<file path="src/common/link_event_pkg.sv">
// Contract
// - cycle start stamp differing from local seconds/cycle fields sets bit 23
// - no cycle start between two cycle-begin events sets bit 22
// - bit 22 may be set early by gap-based prediction of a lost cycle
// - change of seconds bit 6 (timer bit 31) sets bit 21
// - toggle of the cycle number low bit sets bit 20
// - line-layer status interrupt request sets bit 19
// - register access while link clock missing sets bit 18 before next access
// - line layer entering bus reset sets bit 17
// - end of node identification stream sets bit 16
// - bit 16 is cleared in the same cycle bit 17 is set
// - bit 15 sets with bit 16 and survives bus reset
// - bits 14 to 10 read as zero
// - atomic reply without completion acknowledge sets bit 9
// - host bus error on acknowledged deferred store sets bit 8
// - flags set on source edge (rising for link events, either edge for timer bits 31 and 12) or by writing one to set offset
// - flags clear only by writing one to the clear offset, except bit 16, which bus reset clears
// - event reads return flags ANDed with the mask register
package link_event_pkg;
	localparam logic [7:0] EVT_SET_OFS = 8'h80;
	localparam logic [7:0] EVT_CLR_OFS = 8'h84;
	localparam logic [7:0] MASK_SET_OFS = 8'h88;
	localparam logic [7:0] MASK_CLR_OFS = 8'h8c;
	localparam logic [7:0] RAW_OFS = 8'h90;

	localparam int MISMATCH_BIT = 23;
	localparam int LOST_BIT = 22;
	localparam int SEC64_BIT = 21;
	localparam int BEGIN_BIT = 20;
	localparam int PHYREQ_BIT = 19;
	localparam int ACCFAIL_BIT = 18;
	localparam int BUSRST_BIT = 17;
	localparam int IDDONE_BIT = 16;
	localparam int IDDONE2_BIT = 15;
	localparam int ATOMIC_BIT = 9;
	localparam int DEFER_BIT = 8;

	localparam logic [31:0] IMPL_BITS = 32'h00ff8300;
	localparam logic [31:0] FLAGS_RESET = 32'h00000000;
	localparam logic [31:0] MASK_RESET = 32'h00000000;

	localparam int SEC_HI = 31;
	localparam int SEC_LO = 25;
	localparam int CNT_HI = 24;
	localparam int CNT_LO = 12;
	localparam int SEC_TOGGLE_BIT = 31;
	localparam int CYCLE_LSB_BIT = 12;

	localparam int CORE_PERIOD_NS = 5;
	localparam int CLK_MISS_NS = 1000;
	localparam int CLK_MISS_CYC = (CLK_MISS_NS + CORE_PERIOD_NS - 1) / CORE_PERIOD_NS;
	localparam int MISS_W = 8;

	typedef struct packed {
		logic cycleStart;
		logic subGap;
		logic arbGap;
		logic phyReq;
		logic busRst;
		logic selfIdDone;
		logic lockFail;
		logic postFail;
	} link_events_type;

	typedef struct packed {
		logic [6:0] seconds;
		logic [12:0] cycle;
	} stamp_type;

	typedef enum logic [2:0] {
		CW_IDLE = 3'b000,
		CW_OPEN = 3'b001,
		CW_GAPPED = 3'b010,
		CW_DONE = 3'b011,
		CW_LOST = 3'b100
	} cycle_watch_type;
endpackage

</file>
<file path="src/hw/edge_sync.sv">
module edge_sync #(
	parameter int W = 9
) (
	input wire logic core_clk,
	input wire logic rst,
	input wire logic [W-1:0] async,
	output logic [W-1:0] level,
	output logic [W-1:0] rise
);
	logic [W-1:0] stage1;
	logic [W-1:0] prev;

	// stage1 feeds only the second stage
	always_ff @(posedge core_clk) begin
		if (rst) begin
			stage1 <= '0;
			level <= '0;
			prev <= '0;
		end else begin
			stage1 <= async;
			level <= stage1;
			prev <= level;
		end
	end

	assign rise = level & ~prev;
endmodule

</file>
<file path="src/hw/link_cycle_bus_event_flags.sv">
// The implementer's own choices: register access over APB and the register offsets.
module link_cycle_bus_event_flags
	import link_event_pkg::*;
(
	input wire logic core_clk,
	input wire logic rst,
	input wire logic psel,
	input wire logic penable,
	input wire logic pwrite,
	input wire logic [7:0] paddr,
	input wire logic [31:0] pwdata,
	input wire logic [3:0] pstrb,
	output logic [31:0] prdata,
	output logic pready,
	output logic pslverr,
	output logic irq,
	input wire logic linkClk,
	input wire link_events_type linkEvents,
	input wire stamp_type rxStamp,
	input wire logic [31:0] cycleTimer
);
	logic [31:0] flags;
	logic [31:0] mask;
	logic [31:0] next_flags;
	logic [31:0] hwSet;
	logic [31:0] swSet;
	logic [31:0] swClr;
	logic [31:0] strbMask;
	logic [31:0] maskedFlags;
	logic [31:0] readData;
	logic readOk;
	logic [8:0] syncLevel;
	logic [8:0] syncRise;
	link_events_type evRise;
	logic linkRise;
	stamp_type stampS1;
	stamp_type stampS2;
	logic stampMismatch;
	logic secPrev;
	logic cntPrev;
	logic sec64Pulse;
	logic cycleBegin;
	logic [MISS_W-1:0] missCount;
	logic clkMissing;
	logic accDone;
	logic wrDone;
	logic lostHit;
	cycle_watch_type watch;
	cycle_watch_type next_watch;

	// link clock and every link event cross through two flops
	edge_sync #(
		.W(9)
	) syncEvents (
		.core_clk(core_clk),
		.rst(rst),
		.async({linkClk, linkEvents}),
		.level(syncLevel),
		.rise(syncRise)
	);

	assign evRise = link_events_type'(syncRise[7:0]);
	assign linkRise = syncRise[8];

	// stamp is held steady by the link while its strobe is high
	always_ff @(posedge core_clk) begin
		if (rst) begin
			stampS1 <= '0;
			stampS2 <= '0;
		end else begin
			stampS1 <= rxStamp;
			stampS2 <= stampS1;
		end
	end

	assign stampMismatch = (stampS2.seconds != cycleTimer[SEC_HI:SEC_LO]) ||
		(stampS2.cycle != cycleTimer[CNT_HI:CNT_LO]);

	// cycle timer is on the core clock, no crossing needed
	always_ff @(posedge core_clk) begin
		if (rst) begin
			secPrev <= 1'b0;
			cntPrev <= 1'b0;
		end else begin
			secPrev <= cycleTimer[SEC_TOGGLE_BIT];
			cntPrev <= cycleTimer[CYCLE_LSB_BIT];
		end
	end

	assign sec64Pulse = secPrev ^ cycleTimer[SEC_TOGGLE_BIT];
	assign cycleBegin = cntPrev ^ cycleTimer[CYCLE_LSB_BIT];

	// lost-cycle watch: one verdict per cycle, prediction included
	always_comb begin
		next_watch = watch;
		lostHit = 1'b0;
		case (watch)
			CW_IDLE: begin
				if (cycleBegin) begin
					next_watch = CW_OPEN;
				end
			end
			CW_OPEN: begin
				if (cycleBegin) begin
					lostHit = 1'b1;
				end else if (evRise.cycleStart) begin
					next_watch = CW_DONE;
				end else if (evRise.arbGap) begin
					lostHit = 1'b1;
					next_watch = CW_LOST;
				end else if (evRise.subGap) begin
					next_watch = CW_GAPPED;
				end
			end
			CW_GAPPED: begin
				if (cycleBegin) begin
					lostHit = 1'b1;
					next_watch = CW_OPEN;
				end else if (evRise.cycleStart) begin
					next_watch = CW_DONE;
				end else if (evRise.subGap || evRise.arbGap) begin
					lostHit = 1'b1;
					next_watch = CW_LOST;
				end
			end
			CW_DONE: begin
				if (cycleBegin) begin
					next_watch = CW_OPEN;
				end
			end
			CW_LOST: begin
				// already reported; a late start must not re-flag
				if (cycleBegin) begin
					next_watch = CW_OPEN;
				end
			end
			default: begin
				next_watch = CW_IDLE;
			end
		endcase
	end

	always_ff @(posedge core_clk) begin
		if (rst) begin
			watch <= CW_IDLE;
		end else begin
			watch <= next_watch;
		end
	end

	// link clock watchdog, saturating
	always_ff @(posedge core_clk) begin
		if (rst) begin
			missCount <= '0;
		end else if (linkRise) begin
			missCount <= '0;
		end else if (!clkMissing) begin
			missCount <= missCount + MISS_W'(1);
		end
	end

	assign clkMissing = (missCount == MISS_W'(CLK_MISS_CYC));

	// no wait states; the access phase edge completes the transfer
	assign accDone = psel && penable && pready;
	assign wrDone = accDone && pwrite && !pslverr;
	assign strbMask = {{8{pstrb[3]}}, {8{pstrb[2]}}, {8{pstrb[1]}}, {8{pstrb[0]}}};
	assign maskedFlags = flags & mask;

	always_comb begin
		swSet = '0;
		swClr = '0;
		if (wrDone && paddr == EVT_SET_OFS) begin
			swSet = pwdata & strbMask;
		end else if (wrDone && paddr == EVT_CLR_OFS) begin
			swClr = pwdata & strbMask;
		end
	end

	always_comb begin
		hwSet = '0;
		hwSet[MISMATCH_BIT] = evRise.cycleStart && stampMismatch;
		hwSet[LOST_BIT] = lostHit;
		hwSet[SEC64_BIT] = sec64Pulse;
		hwSet[BEGIN_BIT] = cycleBegin;
		hwSet[PHYREQ_BIT] = evRise.phyReq;
		hwSet[ACCFAIL_BIT] = accDone && clkMissing;
		hwSet[BUSRST_BIT] = evRise.busRst;
		hwSet[IDDONE_BIT] = evRise.selfIdDone;
		hwSet[IDDONE2_BIT] = evRise.selfIdDone;
		hwSet[ATOMIC_BIT] = evRise.lockFail;
		hwSet[DEFER_BIT] = evRise.postFail;
	end

	// a source edge wins over a software clear in the same cycle
	always_comb begin
		next_flags = ((flags & ~swClr) | swSet | hwSet) & IMPL_BITS;
		if (evRise.busRst) begin
			next_flags[IDDONE_BIT] = 1'b0;
		end
	end

	always_ff @(posedge core_clk) begin
		if (rst) begin
			flags <= FLAGS_RESET;
		end else begin
			flags <= next_flags;
		end
	end

	always_ff @(posedge core_clk) begin
		if (rst) begin
			mask <= MASK_RESET;
		end else if (wrDone && paddr == MASK_SET_OFS) begin
			mask <= (mask | (pwdata & strbMask)) & IMPL_BITS;
		end else if (wrDone && paddr == MASK_CLR_OFS) begin
			mask <= mask & ~(pwdata & strbMask);
		end
	end

	always_comb begin
		readData = '0;
		readOk = 1'b1;
		if (paddr == EVT_SET_OFS || paddr == EVT_CLR_OFS) begin
			readData = maskedFlags;
		end else if (paddr == MASK_SET_OFS || paddr == MASK_CLR_OFS) begin
			readData = mask;
		end else if (paddr == RAW_OFS) begin
			readData = flags;
		end else begin
			readOk = 1'b0;
		end
	end

	always_ff @(posedge core_clk) begin
		if (rst) begin
			pready <= 1'b0;
			pslverr <= 1'b0;
			prdata <= '0;
		end else if (psel && !penable) begin
			pready <= 1'b1;
			pslverr <= !readOk;
			prdata <= pwrite ? 32'h00000000 : (readData & IMPL_BITS);
		end else begin
			pready <= 1'b0;
			pslverr <= 1'b0;
		end
	end

	// level interrupt trails the flags by one cycle
	always_ff @(posedge core_clk) begin
		if (rst) begin
			irq <= 1'b0;
		end else begin
			irq <= |maskedFlags;
		end
	end
endmodule

</file>
<file path="config.mk">
export PLATFORM = sky130hd
export DESIGN_NAME = link_cycle_bus_event_flags
export DESIGN_NICKNAME = d
export VERILOG_FILES = /design/src/common/link_event_pkg.sv /design/src/hw/edge_sync.sv /design/src/hw/link_cycle_bus_event_flags.sv
export SDC_FILE = /design/constraint.sdc
export NUM_CORES = 1
export LEC_CHECK = 0
export CORE_ASPECT_RATIO = 0.6
export CORE_UTILIZATION = 39
export DETAILED_ROUTE_END_ITERATION = 12
export DONT_BUFFER_PORTS = 1
export GPL_TIMING_DRIVEN = 1
export HOLD_SLACK_MARGIN = 0.1
export PLACE_DENSITY_LB_ADDON = 0.05
export SYNTH_ARGS = -nofsm -noshare
export SYNTH_HDL_FRONTEND = slang
export SYNTH_SLANG_ARGS = --single-unit
</file>
<file path="constraint.sdc">
create_clock -name core_clk -period 2.1 [get_ports core_clk]
set_input_delay 0.21 -clock core_clk [delete_from_list [all_inputs] [get_ports core_clk]]
set_output_delay 0.21 -clock core_clk [all_outputs]
set_load 0.005 [all_outputs]
</file>
==> out/results.ini, run 1 <==
[yosys]
yosys.area_share.adder_pct=0.558
async_flop_share_pct=0
synth_top_area_share_pct=51.7
syn_inst=468
synth-compound-area-share_pct=13.4
ys_seq_area_share_pct=51.7
synth_mux_area_share_pct=0.474
ys.flop_type=dfxtp_1
ys_seq_elements=116
synth_area_mm2=0.00449
yosys.area.top_type=dfxtp_1
ys_top_cells_by_area=dfxtp_1 (52%), nor2b_1 (10%), o21ai_0 (4.2%), buf_4 (3.8%), xor2_1 (3.5%)
synth_edf_count=0
syn_area_per_cell_um2=9.59
yosysUniqueCellTypes=44
yosysWarnings=0
synth-xor-area-share_pct=6.02
synth_top_family_by_area=simple AND/OR/NAND/NOR gates
yosys.area_share.simple_pct=21.2

[job]
max-cap-violations=0

[sta]
hold_viol=0
setup_viol=0
maxSlewViolCount=0
rsz0062_at_grt=no
skew_ps=6.56
fmax_mhz=503
period_minus_slack_ps=1990
setup_tns_ps=0
finalCritPeriodShare_pct=94.6
slew_headroom_pct=53.6
worst_pin_slew_ps=695

[floorplan]
io_pins=145
initial_core_util_pct=41.2
die_area_mm2=0.0120
rows=29
coreArea_mm2=0.0109
die_y_um=85.1
die_x_um=140

[grt]
grt_pass1_vias=3178
grt_max_degree=97
track_usage_pct=18.2
grt-ovfl-total=0
grt_first_pass_wirelength_mm=16.4
antenna_found_initial=0

[clock_network]
cts_resized=0
cts.sinks=116
cts_buffer_depth=2
cts_tree=yes
cts_inserted_buffers=17
clk_latency_ps=410
path_clk_slew_ps=50
h-tree-depth=4
clockRootBuffer=clkbuf_16

[worst_setup_path]
crit_family=buffers and inverters
crit_arrival_ps=2340
crit_slowest_cell=dlygate4sd3_1
critical_path.cell_chain=and3_1 -> nand4_1 -> buf_4 -> nor2_1 -> nor2_1 -> a211oi_1 -> dlygate4sd3_1
crit_path_start_kind=flop
path_common_cell=nor2_1
cp.required_ps=2450
worstPathMaxFanout=11
path_buf_inv=2
slowest_delay_ps=570
regToRegSetupSlack_ps=110
critical_path_class=reg2reg
end_kind=flop

[pwr]
power.density_mw_per_mm2=988
total_power_mw=5.61
leakagePower_nw=2.14
ir_worst_vdd_mv=0.574

[detailed_routing]
antenna_left=0
avgRoutedWirePerCell_um=15.1
drt_iter0_drc=184
routed_via_density=4.92
wirelength_mm=10.1
drtPass1Iterations=4
drc=0
vias=3311

[place]
globalplace.congestion=0.769
dp_hpwl_mm=6.47
portBuffers=0

[cells_and_area]
final_common_cell=dfxtp_1
fillerInstances=952
area_growth_pct=26.5
diodes=0
fin_nets=634
drive_gt1_share_pct=7.12
mostFrequentLayoutCells=dfxtp_1 (116), nor2b_1 (75), dlygate4sd3_1 (54), o21ai_0 (38), nor2_1 (35)

[min_path]
hp-class=in2reg

[status]
status=finished, final reports clean

worst register-to-register path, cell delays in order, from the launching register on:
cell	delay [ps]
dfxtp_1	340
and3_1	280
nand4_1	130
buf_4	220
nor2_1	160
nor2_1	60
a211oi_1	190
dlygate4sd3_1	570
worst paths after layout:
path	startpoint	to	cells after the start
hold reg to reg	stampS1[5]$_SDFF_PP0_	stampS2[5]$_SDFF_PP0_	1
setup / recovery	pready$_SDFF_PP0_	mask[19]$_SDFFE_PP0P_	7
hold / removal	pwdata[23]	flags[23]$_SDFF_PP0_	3
setup reg to reg	pready$_SDFF_PP0_	mask[19]$_SDFFE_PP0P_	7
power by group:
group | leakage [nW] | switching [mW] | total [mW] | internal, mW
Clock | 0.295 | 0.978 | 2.96 | 1.98
Combinational | 0.892 | 0.153 | 0.322 | 0.170
Sequential | 0.951 | 0.0458 | 2.33 | 2.29
Total | 2.14 | 1.18 | 5.61 | 4.44
routing by layer:
metal | part of all wire (%) | up-vias | track usage [%]
li1 | - | 1669 | -
met1 | 51 | 1507 | 24.8
met4 | 1.3 | 0 | 8.00
met2 | 40 | 121 | 25.8
met5 | 0 | - | 0
met3 | 7.4 | 14 | 6.83
flip-flops by register name, summed over array words and instances, names as in the netlist, 3 cells and up:
signal / count
prdata: 11
stampS2: 20
syncEvents.stage1: 9
missCount: 8
mask: 11
watch: 3
syncEvents.level: 9
syncEvents.prev: 9
flags: 11
stampS1: 20
logic make-up (layout without fill, tap and decap cells):
| family | Yosys count | in the layout |
|---|---|---|
| flops | 116 | 116 |
| fa+ha+maj | 2 | 2 |
| mux | 2 | 2 |
| buf+inv | 52 | 98 |
| simple gates | 170 | 170 |
| compound gates | 95 | 95 |
| other cells | 1 | 21 |
| xor+xnor | 30 | 30 |
per-stage QoR:
step	util [%]	setup slack [ps]	hold WS, ps	cell area (um2)	std cells
final	52.2	113	123	5680	673
after global routing	52.2	15.2	133	5680	673
after CTS	52.2	133	111	5680	673
after detailed placement	41.3	326	292	4500	587
after global placement	41.3	388	293	4500	587
after floorplan	-	635	306	4560	488
layout make-up:
type | instances | area, um2 | share of cell area, %
Clock buffer | 23 | 488 | 8.59
Clock inverter | 8 | 124 | 2.18
Inverter | 10 | 37.5 | 0.661
Multi-Input combinational cell | 320 | 1950 | 34.3
Sequential cell | 116 | 2320 | 40.9
Tap cell | 139 | 174 | 3.06
Timing Repair Buffer | 57 | 583 | 10.3
cell usage after synthesis (2+ instances only):
| library cell | number |
|---|---|
| buf_4 | 23 |
| nand3_1 | 12 |
| nor2b_1 | 75 |
| o21ai_0 | 38 |
| xnor2_1 | 11 |
| xor2_1 | 18 |
| a211oi_1 | 12 |
| ha_1 | 2 |
| nand4_1 | 4 |
| nand2_1 | 17 |
| nor4_1 | 4 |
| and3_1 | 5 |
| a22oi_1 | 12 |
| nor3b_1 | 2 |
| a221oi_1 | 3 |
| nor2_1 | 35 |
| dfxtp_1 | 116 |
| a32oi_1 | 4 |
| a21oi_1 | 9 |
| a21o_1 | 2 |
| nand2b_1 | 4 |
| nor3_1 | 4 |
| inv_1 | 10 |
| clkbuf_1 | 17 |
| a31oi_1 | 8 |
| a22o_1 | 3 |
repair_timing:
action / CTS / global route
hold buffers: 55 / 0
buffers inserted: 0 / 0
hold endpoints to repair: 108 / 0
(Power assumes the default switching activity.)
==> run 2, diff against run 1 <==
--- a/config.mk
+++ b/config.mk
@@ -6,7 +6,7 @@
 export NUM_CORES = 1
 export LEC_CHECK = 0
 export CORE_ASPECT_RATIO = 0.6
-export CORE_UTILIZATION = 39
+export CORE_UTILIZATION = 40
 export DETAILED_ROUTE_END_ITERATION = 12
 export DONT_BUFFER_PORTS = 1
 export GPL_TIMING_DRIVEN = 1
==> run 2 against run 1 <==
  * The run now ends with design-rule violations left
  * Power up 0.25%
  * Critical path type unchanged
  * Combinational power about the same
  * Wire length is 0.39% higher
  * Critical endpoint is now flags[9]$_SDFF_PP0_
  * Sequential share of layout area down 0.099 points
  * Sequential power about the same
==> out/results.ini, run 2 (synthesis gave the netlist of run 1 again) <==
[status]
status=complete, but fails checks
failed_checks=design-rule violations

[pwr]
p_int_mw=4.36  ; -1.7%
clkPwrFrac_pct=52.8  ; about the same
power.density_mw_per_mm2=989  ; about the same
pwr-share-seq_pct=41.4  ; about the same
total_power_mw=5.63  ; +0.25%
leakagePower_nw=2.14  ; about the same
combPwrFrac_pct=5.8  ; about the same
p_sw_mw=1.27  ; +7.6%
ir_worst_vdd_mv=0.589  ; +2.6%
swShare_pct=22.5  ; +1.5 points

[floorplan]
coreArea_mm2=0.0107  ; -1.3%
die_y_um=84.1  ; -1.2%
io_pins=145  ; unchanged
rows=29  ; unchanged
die_x_um=139  ; -1.2%
initial_core_util_pct=41.8  ; +0.56 points
die_area_mm2=0.0117  ; -2.5%

[clock_network]
cts.sinks=116  ; unchanged
path_clk_slew_ps=60  ; about the same
clk_latency_ps=410  ; about the same
cts_buffer_depth=2  ; unchanged
cts_inserted_buffers=17  ; unchanged
h-tree-depth=4  ; unchanged
cts_tree=yes
clockRootBuffer=clkbuf_16

[place]
portBuffers=0  ; unchanged
globalplace.congestion=0.754  ; -1.9%
placed_cells=588  ; +0.17%
dp_hpwl_mm=6.49  ; +0.40%
placed_area_mm2=0.00451  ; +0.17%

[cells_and_area]
drive_gt1_share_pct=8.22  ; +1.1 points
stdcell_area_mm2=0.00569  ; +0.24%
fillerInstances=959  ; +0.74%
top_regs=stampS1 x20, stampS2 x20
instances_no_fill=674  ; +0.15%
multi_input_area_mm2=0.00196  ; +0.64%
area_growth_pct=26.8
mostFrequentLayoutCells=dfxtp_1 (116), nor2b_1 (75), dlygate4sd3_1 (53), o21ai_0 (38), nor2_1 (35)
seq_area_mm2=0.00232  ; unchanged
fin_nets=634  ; unchanged
final_core_util_pct=53.0  ; +0.83 points
diodes=0  ; unchanged
final_common_cell=dfxtp_1

[worst_setup_path]
critical_path.cell_chain=and3_4 -> and3_1 -> and2_1 -> buf_4 -> a32oi_2 -> dlygate4sd3_1 -> a21oi_1
crit_path_start_kind=flop
end_kind=flop
worstPathMaxFanout=10  ; -1
critPathLaunch=pready$_SDFF_PP0_
slowest_delay_ps=570  ; about the same
cp.required_ps=2380  ; -70 ps
crit_arrival_ps=2280  ; -60 ps
critical_path_class=reg2reg
crit_slowest_cell=dlygate4sd3_1
timing.rr.start=pready$_SDFF_PP0_

[detailed_routing]
drc=7  ; +7
drt_iter0_drc=220  ; +20%
drtPass1Iterations=9  ; +5
avgRoutedWirePerCell_um=15.1  ; +0.25%
wirelength_mm=10.2  ; +0.39%
vias=3248  ; -1.9%
routed_via_density=4.82  ; -2.0%
antenna_left=0  ; unchanged

[grt]
track_usage_pct=19.0  ; +0.74 points
antenna_found_initial=0  ; unchanged
grt_first_pass_wirelength_mm=16.8  ; +2.7%
grt-ovfl-total=0  ; unchanged
grt_pass1_vias=3223  ; +1.4%
grt_max_degree=97  ; unchanged

[sta]
rsz0062_at_grt=no
fmax_mhz=499  ; -0.81%
setup_viol=0  ; unchanged
period_minus_slack_ps=2000  ; +16.3 ps
hold_viol=0  ; unchanged
maxSlewViolCount=0  ; unchanged
finalCritPeriodShare_pct=95.4  ; +0.77 points
slew_headroom_pct=55.5  ; +2.0 points
worst_pin_slew_ps=665  ; -29.6 ps
setup_tns_ps=0  ; unchanged
skew_ps=6.97  ; +0.411 ps

[min_path]
hp-start=cycleTimer[31]
hp-class=in2reg

[job]
max-cap-violations=0  ; unchanged

[run 2: through the flow]
stage	setup slack, ps	hold WS, ps
after global placement	412	287
after floorplan	635	306
after CTS	33.9	114
after detailed placement	366	288
final	96.3	130
after global routing	0.430	113
[run 2: what timing repair did]
action                     CTS  global route
hold endpoints to repair   108             1
hold buffers                54             1
setup endpoints to repair    0             2
buffers inserted             0             0
resized for setup            0             3
[run 2: final cells by class]
cell class              count  area share, %
clock buffers              18           7.71
inverters                  10          0.659
clock inverters            14           3.10
multi-input cells         320           34.5
well taps                 139           3.05
repair buffers             57           10.2
flip-flops and latches    116           40.8
[run 2: layer usage]
layer	track usage, %	routed length (um)	share of wire, %
met1	25.8	5050	50
met2	26.6	4210	41
met3	7.52	801	7.9
met4	7.68	125	1.2
met5	0	0	0
[run 2: worst max-delay path: cells and delay by family, from the launching register on]
kind,cells,cell delay [ps]
AOI/OAI and AO/OA,2,250
and+or+nand+nor,3,540
buffers and inverters,2,750
DFF,1,320
[run 2: power groups by stage]
stage / sequential (mW) / clock, mW / combinational, mW
finish: 2.33 / 2.97 / 0.325
global route: 2.34 / 3.16 / 0.362
CTS: 2.33 / 3.02 / 0.323
detailed placement: 2.38 / 0 / 0.195
global placement: 2.38 / 0 / 0.189
floorplan: 2.36 / 0 / 0.225
[run 2: path summary, 6_finish.rpt]
check                                to  slack [ps]  cells past startpoint
setup / recovery    flags[9]$_SDFF_PP0_         100                      7
hold / removal     flags[21]$_SDFF_PP0_         130                      3
setup reg to reg    flags[9]$_SDFF_PP0_         100                      7
hold reg to reg   stampS2[2]$_SDFF_PP0_         430                      1
==> run 3, diff against run 2 <==
--- a/config.mk
+++ b/config.mk
@@ -7,6 +7,7 @@
 export LEC_CHECK = 0
 export CORE_ASPECT_RATIO = 0.6
 export CORE_UTILIZATION = 40
+export CTS_CLUSTER_DIAMETER = 120
 export DETAILED_ROUTE_END_ITERATION = 12
 export DONT_BUFFER_PORTS = 1
 export GPL_TIMING_DRIVEN = 1
==> constraint.sdc (replaced) <==
create_clock -name core_clk -period 2.1 [get_ports core_clk]
set_input_delay 0 -clock core_clk [delete_from_list [all_inputs] [get_ports core_clk]]
set_output_delay 0 -clock core_clk [all_outputs]
set_load 0.005 [all_outputs]
==> run 3 against run 2 <==
  * The run still ends with design-rule violations left
  * Wire length is 1.4% lower
  * Sequential power hardly changed
  * Power is 2.2% lower
  * Flip-flop and latch count stayed put
  * Largest power group unchanged
==> out/results.ini, run 3 (synthesis gave the netlist of run 1 again) <==
[place]
dp_hpwl_mm=6.58  ; +1.3%
globalplace.congestion=0.752  ; -0.34%
placed_area_mm2=0.00450  ; -0.17%
placed_cells=587  ; -0.17%
portBuffers=0  ; unchanged

[detailed_routing]
vias=3345  ; +3.0%
antenna_left=0  ; unchanged
drc=6  ; -1
routed_via_density=4.87  ; +1.0%
avgRoutedWirePerCell_um=14.6  ; -3.3%
drtPass1Iterations=8  ; -1
wirelength_mm=10.0  ; -1.4%
drt_iter0_drc=188  ; -15%

[sta]
rsz0062_at_grt=no
period_minus_slack_ps=1910  ; -90.1 ps
maxSlewViolCount=0  ; unchanged
skew_ps=9.25  ; +2.28 ps
setup_viol=0  ; unchanged
finalCritPeriodShare_pct=91.1  ; -4.3 points
hold_viol=0  ; unchanged
setup_tns_ps=0  ; unchanged
slew_headroom_pct=59.4  ; +3.8 points
worst_pin_slew_ps=608  ; -57.2 ps
fmax_mhz=523  ; +4.7%

[worst_setup_path]
crit_arrival_ps=2270  ; about the same
cp.required_ps=2460  ; +80 ps
end_kind=flop
crit_path_start_kind=flop
worstPathMaxFanout=11  ; +1
critical_path_class=reg2reg

[floorplan]
die_area_mm2=0.0117  ; unchanged
initial_core_util_pct=41.8  ; unchanged
die_x_um=139  ; unchanged
coreArea_mm2=0.0107  ; unchanged
die_y_um=84.1  ; unchanged
rows=29  ; unchanged
io_pins=145  ; unchanged

[pwr]
p_int_mw=4.28  ; -1.9%
clkPwrFrac_pct=51.4  ; -1.4 points
leakagePower_nw=2.19  ; +2.2%
swShare_pct=22.2  ; -0.25 points
pwr-share-seq_pct=42.3  ; +0.9 points
power.density_mw_per_mm2=950  ; -3.9%
ir_worst_vdd_mv=0.596  ; +1.3%
p_sw_mw=1.22  ; -3.3%
total_power_mw=5.50  ; -2.2%
combPwrFrac_pct=6.3  ; +0.5 points

[cells_and_area]
area_growth_pct=29.1
mostFrequentLayoutCells=dfxtp_1 (116), nor2b_1 (75), dlygate4sd3_1 (67), o21ai_0 (38), nor2_1 (35)
stdcell_area_mm2=0.00579  ; +1.8%
diodes=0  ; unchanged
fin_nets=647  ; +2.1%
final_common_cell=dfxtp_1
final_core_util_pct=53.9  ; +0.93 points
top_regs=stampS1 x20, stampS2 x20
drive_gt1_share_pct=7.66  ; -0.56 points
instances_no_fill=687  ; +1.9%
fillerInstances=974  ; +1.6%

[grt]
grt_pass1_vias=3294  ; +2.2%
track_usage_pct=18.8  ; -0.16 points
grt_max_degree=98  ; +1.0%
grt-ovfl-total=0  ; unchanged
antenna_found_initial=0  ; unchanged
grt_first_pass_wirelength_mm=16.6  ; -1.1%

[min_path]
hp-class=in2reg

[clock_network]
cts_tree=yes
cts_setup_buffers=0  ; unchanged
clockRootBuffer=clkbuf_16
clk_latency_ps=410  ; about the same
cts.sinks=116  ; unchanged
cts_buffer_depth=2  ; unchanged
path_clk_slew_ps=60  ; about the same
cts_inserted_buffers=17  ; unchanged
h-tree-depth=4  ; unchanged

[status]
failed_checks=design-rule violations
status=complete, but fails checks

[job]
max-cap-violations=0  ; unchanged

-- run 3: worst max-delay path: stages (launching register included) --
cell and delay [ps]:
dfxtp_1 340, and3_2 250, nand4_1 100, buf_4 210, nor2_1 140, nor2_1 50, a211oi_1 200, dlygate4sd3_1 570
-- run 3: power by group through the flow --
stage                     combinational (mW)  clock, mW  sequential, mW
after floorplan                        0.225          0            2.36
after global placement                 0.190          0            2.38
after detailed placement               0.195          0            2.38
after CTS                              0.338       2.89            2.33
after global routing                   0.388       3.01            2.34
final                                  0.347       2.83            2.33
-- run 3: layout make-up --
cell class	instances	area [um2]	share of cell area, %
Sequential cell	116	2320	40.1
Tap cell	139	174	3.00
Clock inverter	11	128	2.20
Clock buffer	21	460	7.95
Multi-Input combinational cell	320	1960	33.8
Timing Repair Buffer	70	713	12.3
Inverter	10	37.5	0.648
-- run 3: final timing paths --
path	start	endpoint	slack (ps)	depth (start not counted)
setup / recovery	pready$_SDFF_PP0_	mask[8]$_SDFFE_PP0P_	190	7
hold / removal	paddr[6]	mask[15]$_SDFFE_PP0P_	130	6
setup reg to reg	pready$_SDFF_PP0_	mask[8]$_SDFFE_PP0P_	190	7
hold reg to reg	stampS1[17]$_SDFF_PP0_	stampS2[17]$_SDFF_PP0_	430	1
-- run 3: routing by layer --
layer	track usage [%]	share of wire [%]	vias to the layer above
met5	0	0	-
met4	7.88	1.5	0
met3	7.17	7.8	14
met2	26.8	41	122
met1	25.3	50	1507
li1	-	-	1702
-- run 3: timing repair --
action	CTS	global route
endpoints found under the setup margin	0	13
hold buffers	63	6
hold endpoints to repair	116	12
gates resized for setup	0	3
-- run 3: per-stage QoR --
| stage | setup WS, ps | hold WS [ps] |
|---|---|---|
| after floorplan | 635 | 95.6 |
| after global placement | 402 | 76.5 |
| after detailed placement | 294 | 77.8 |
| after CTS | 4.71 | 104 |
| after global routing | 10.6 | 148 |
| final | 186 | 126 |
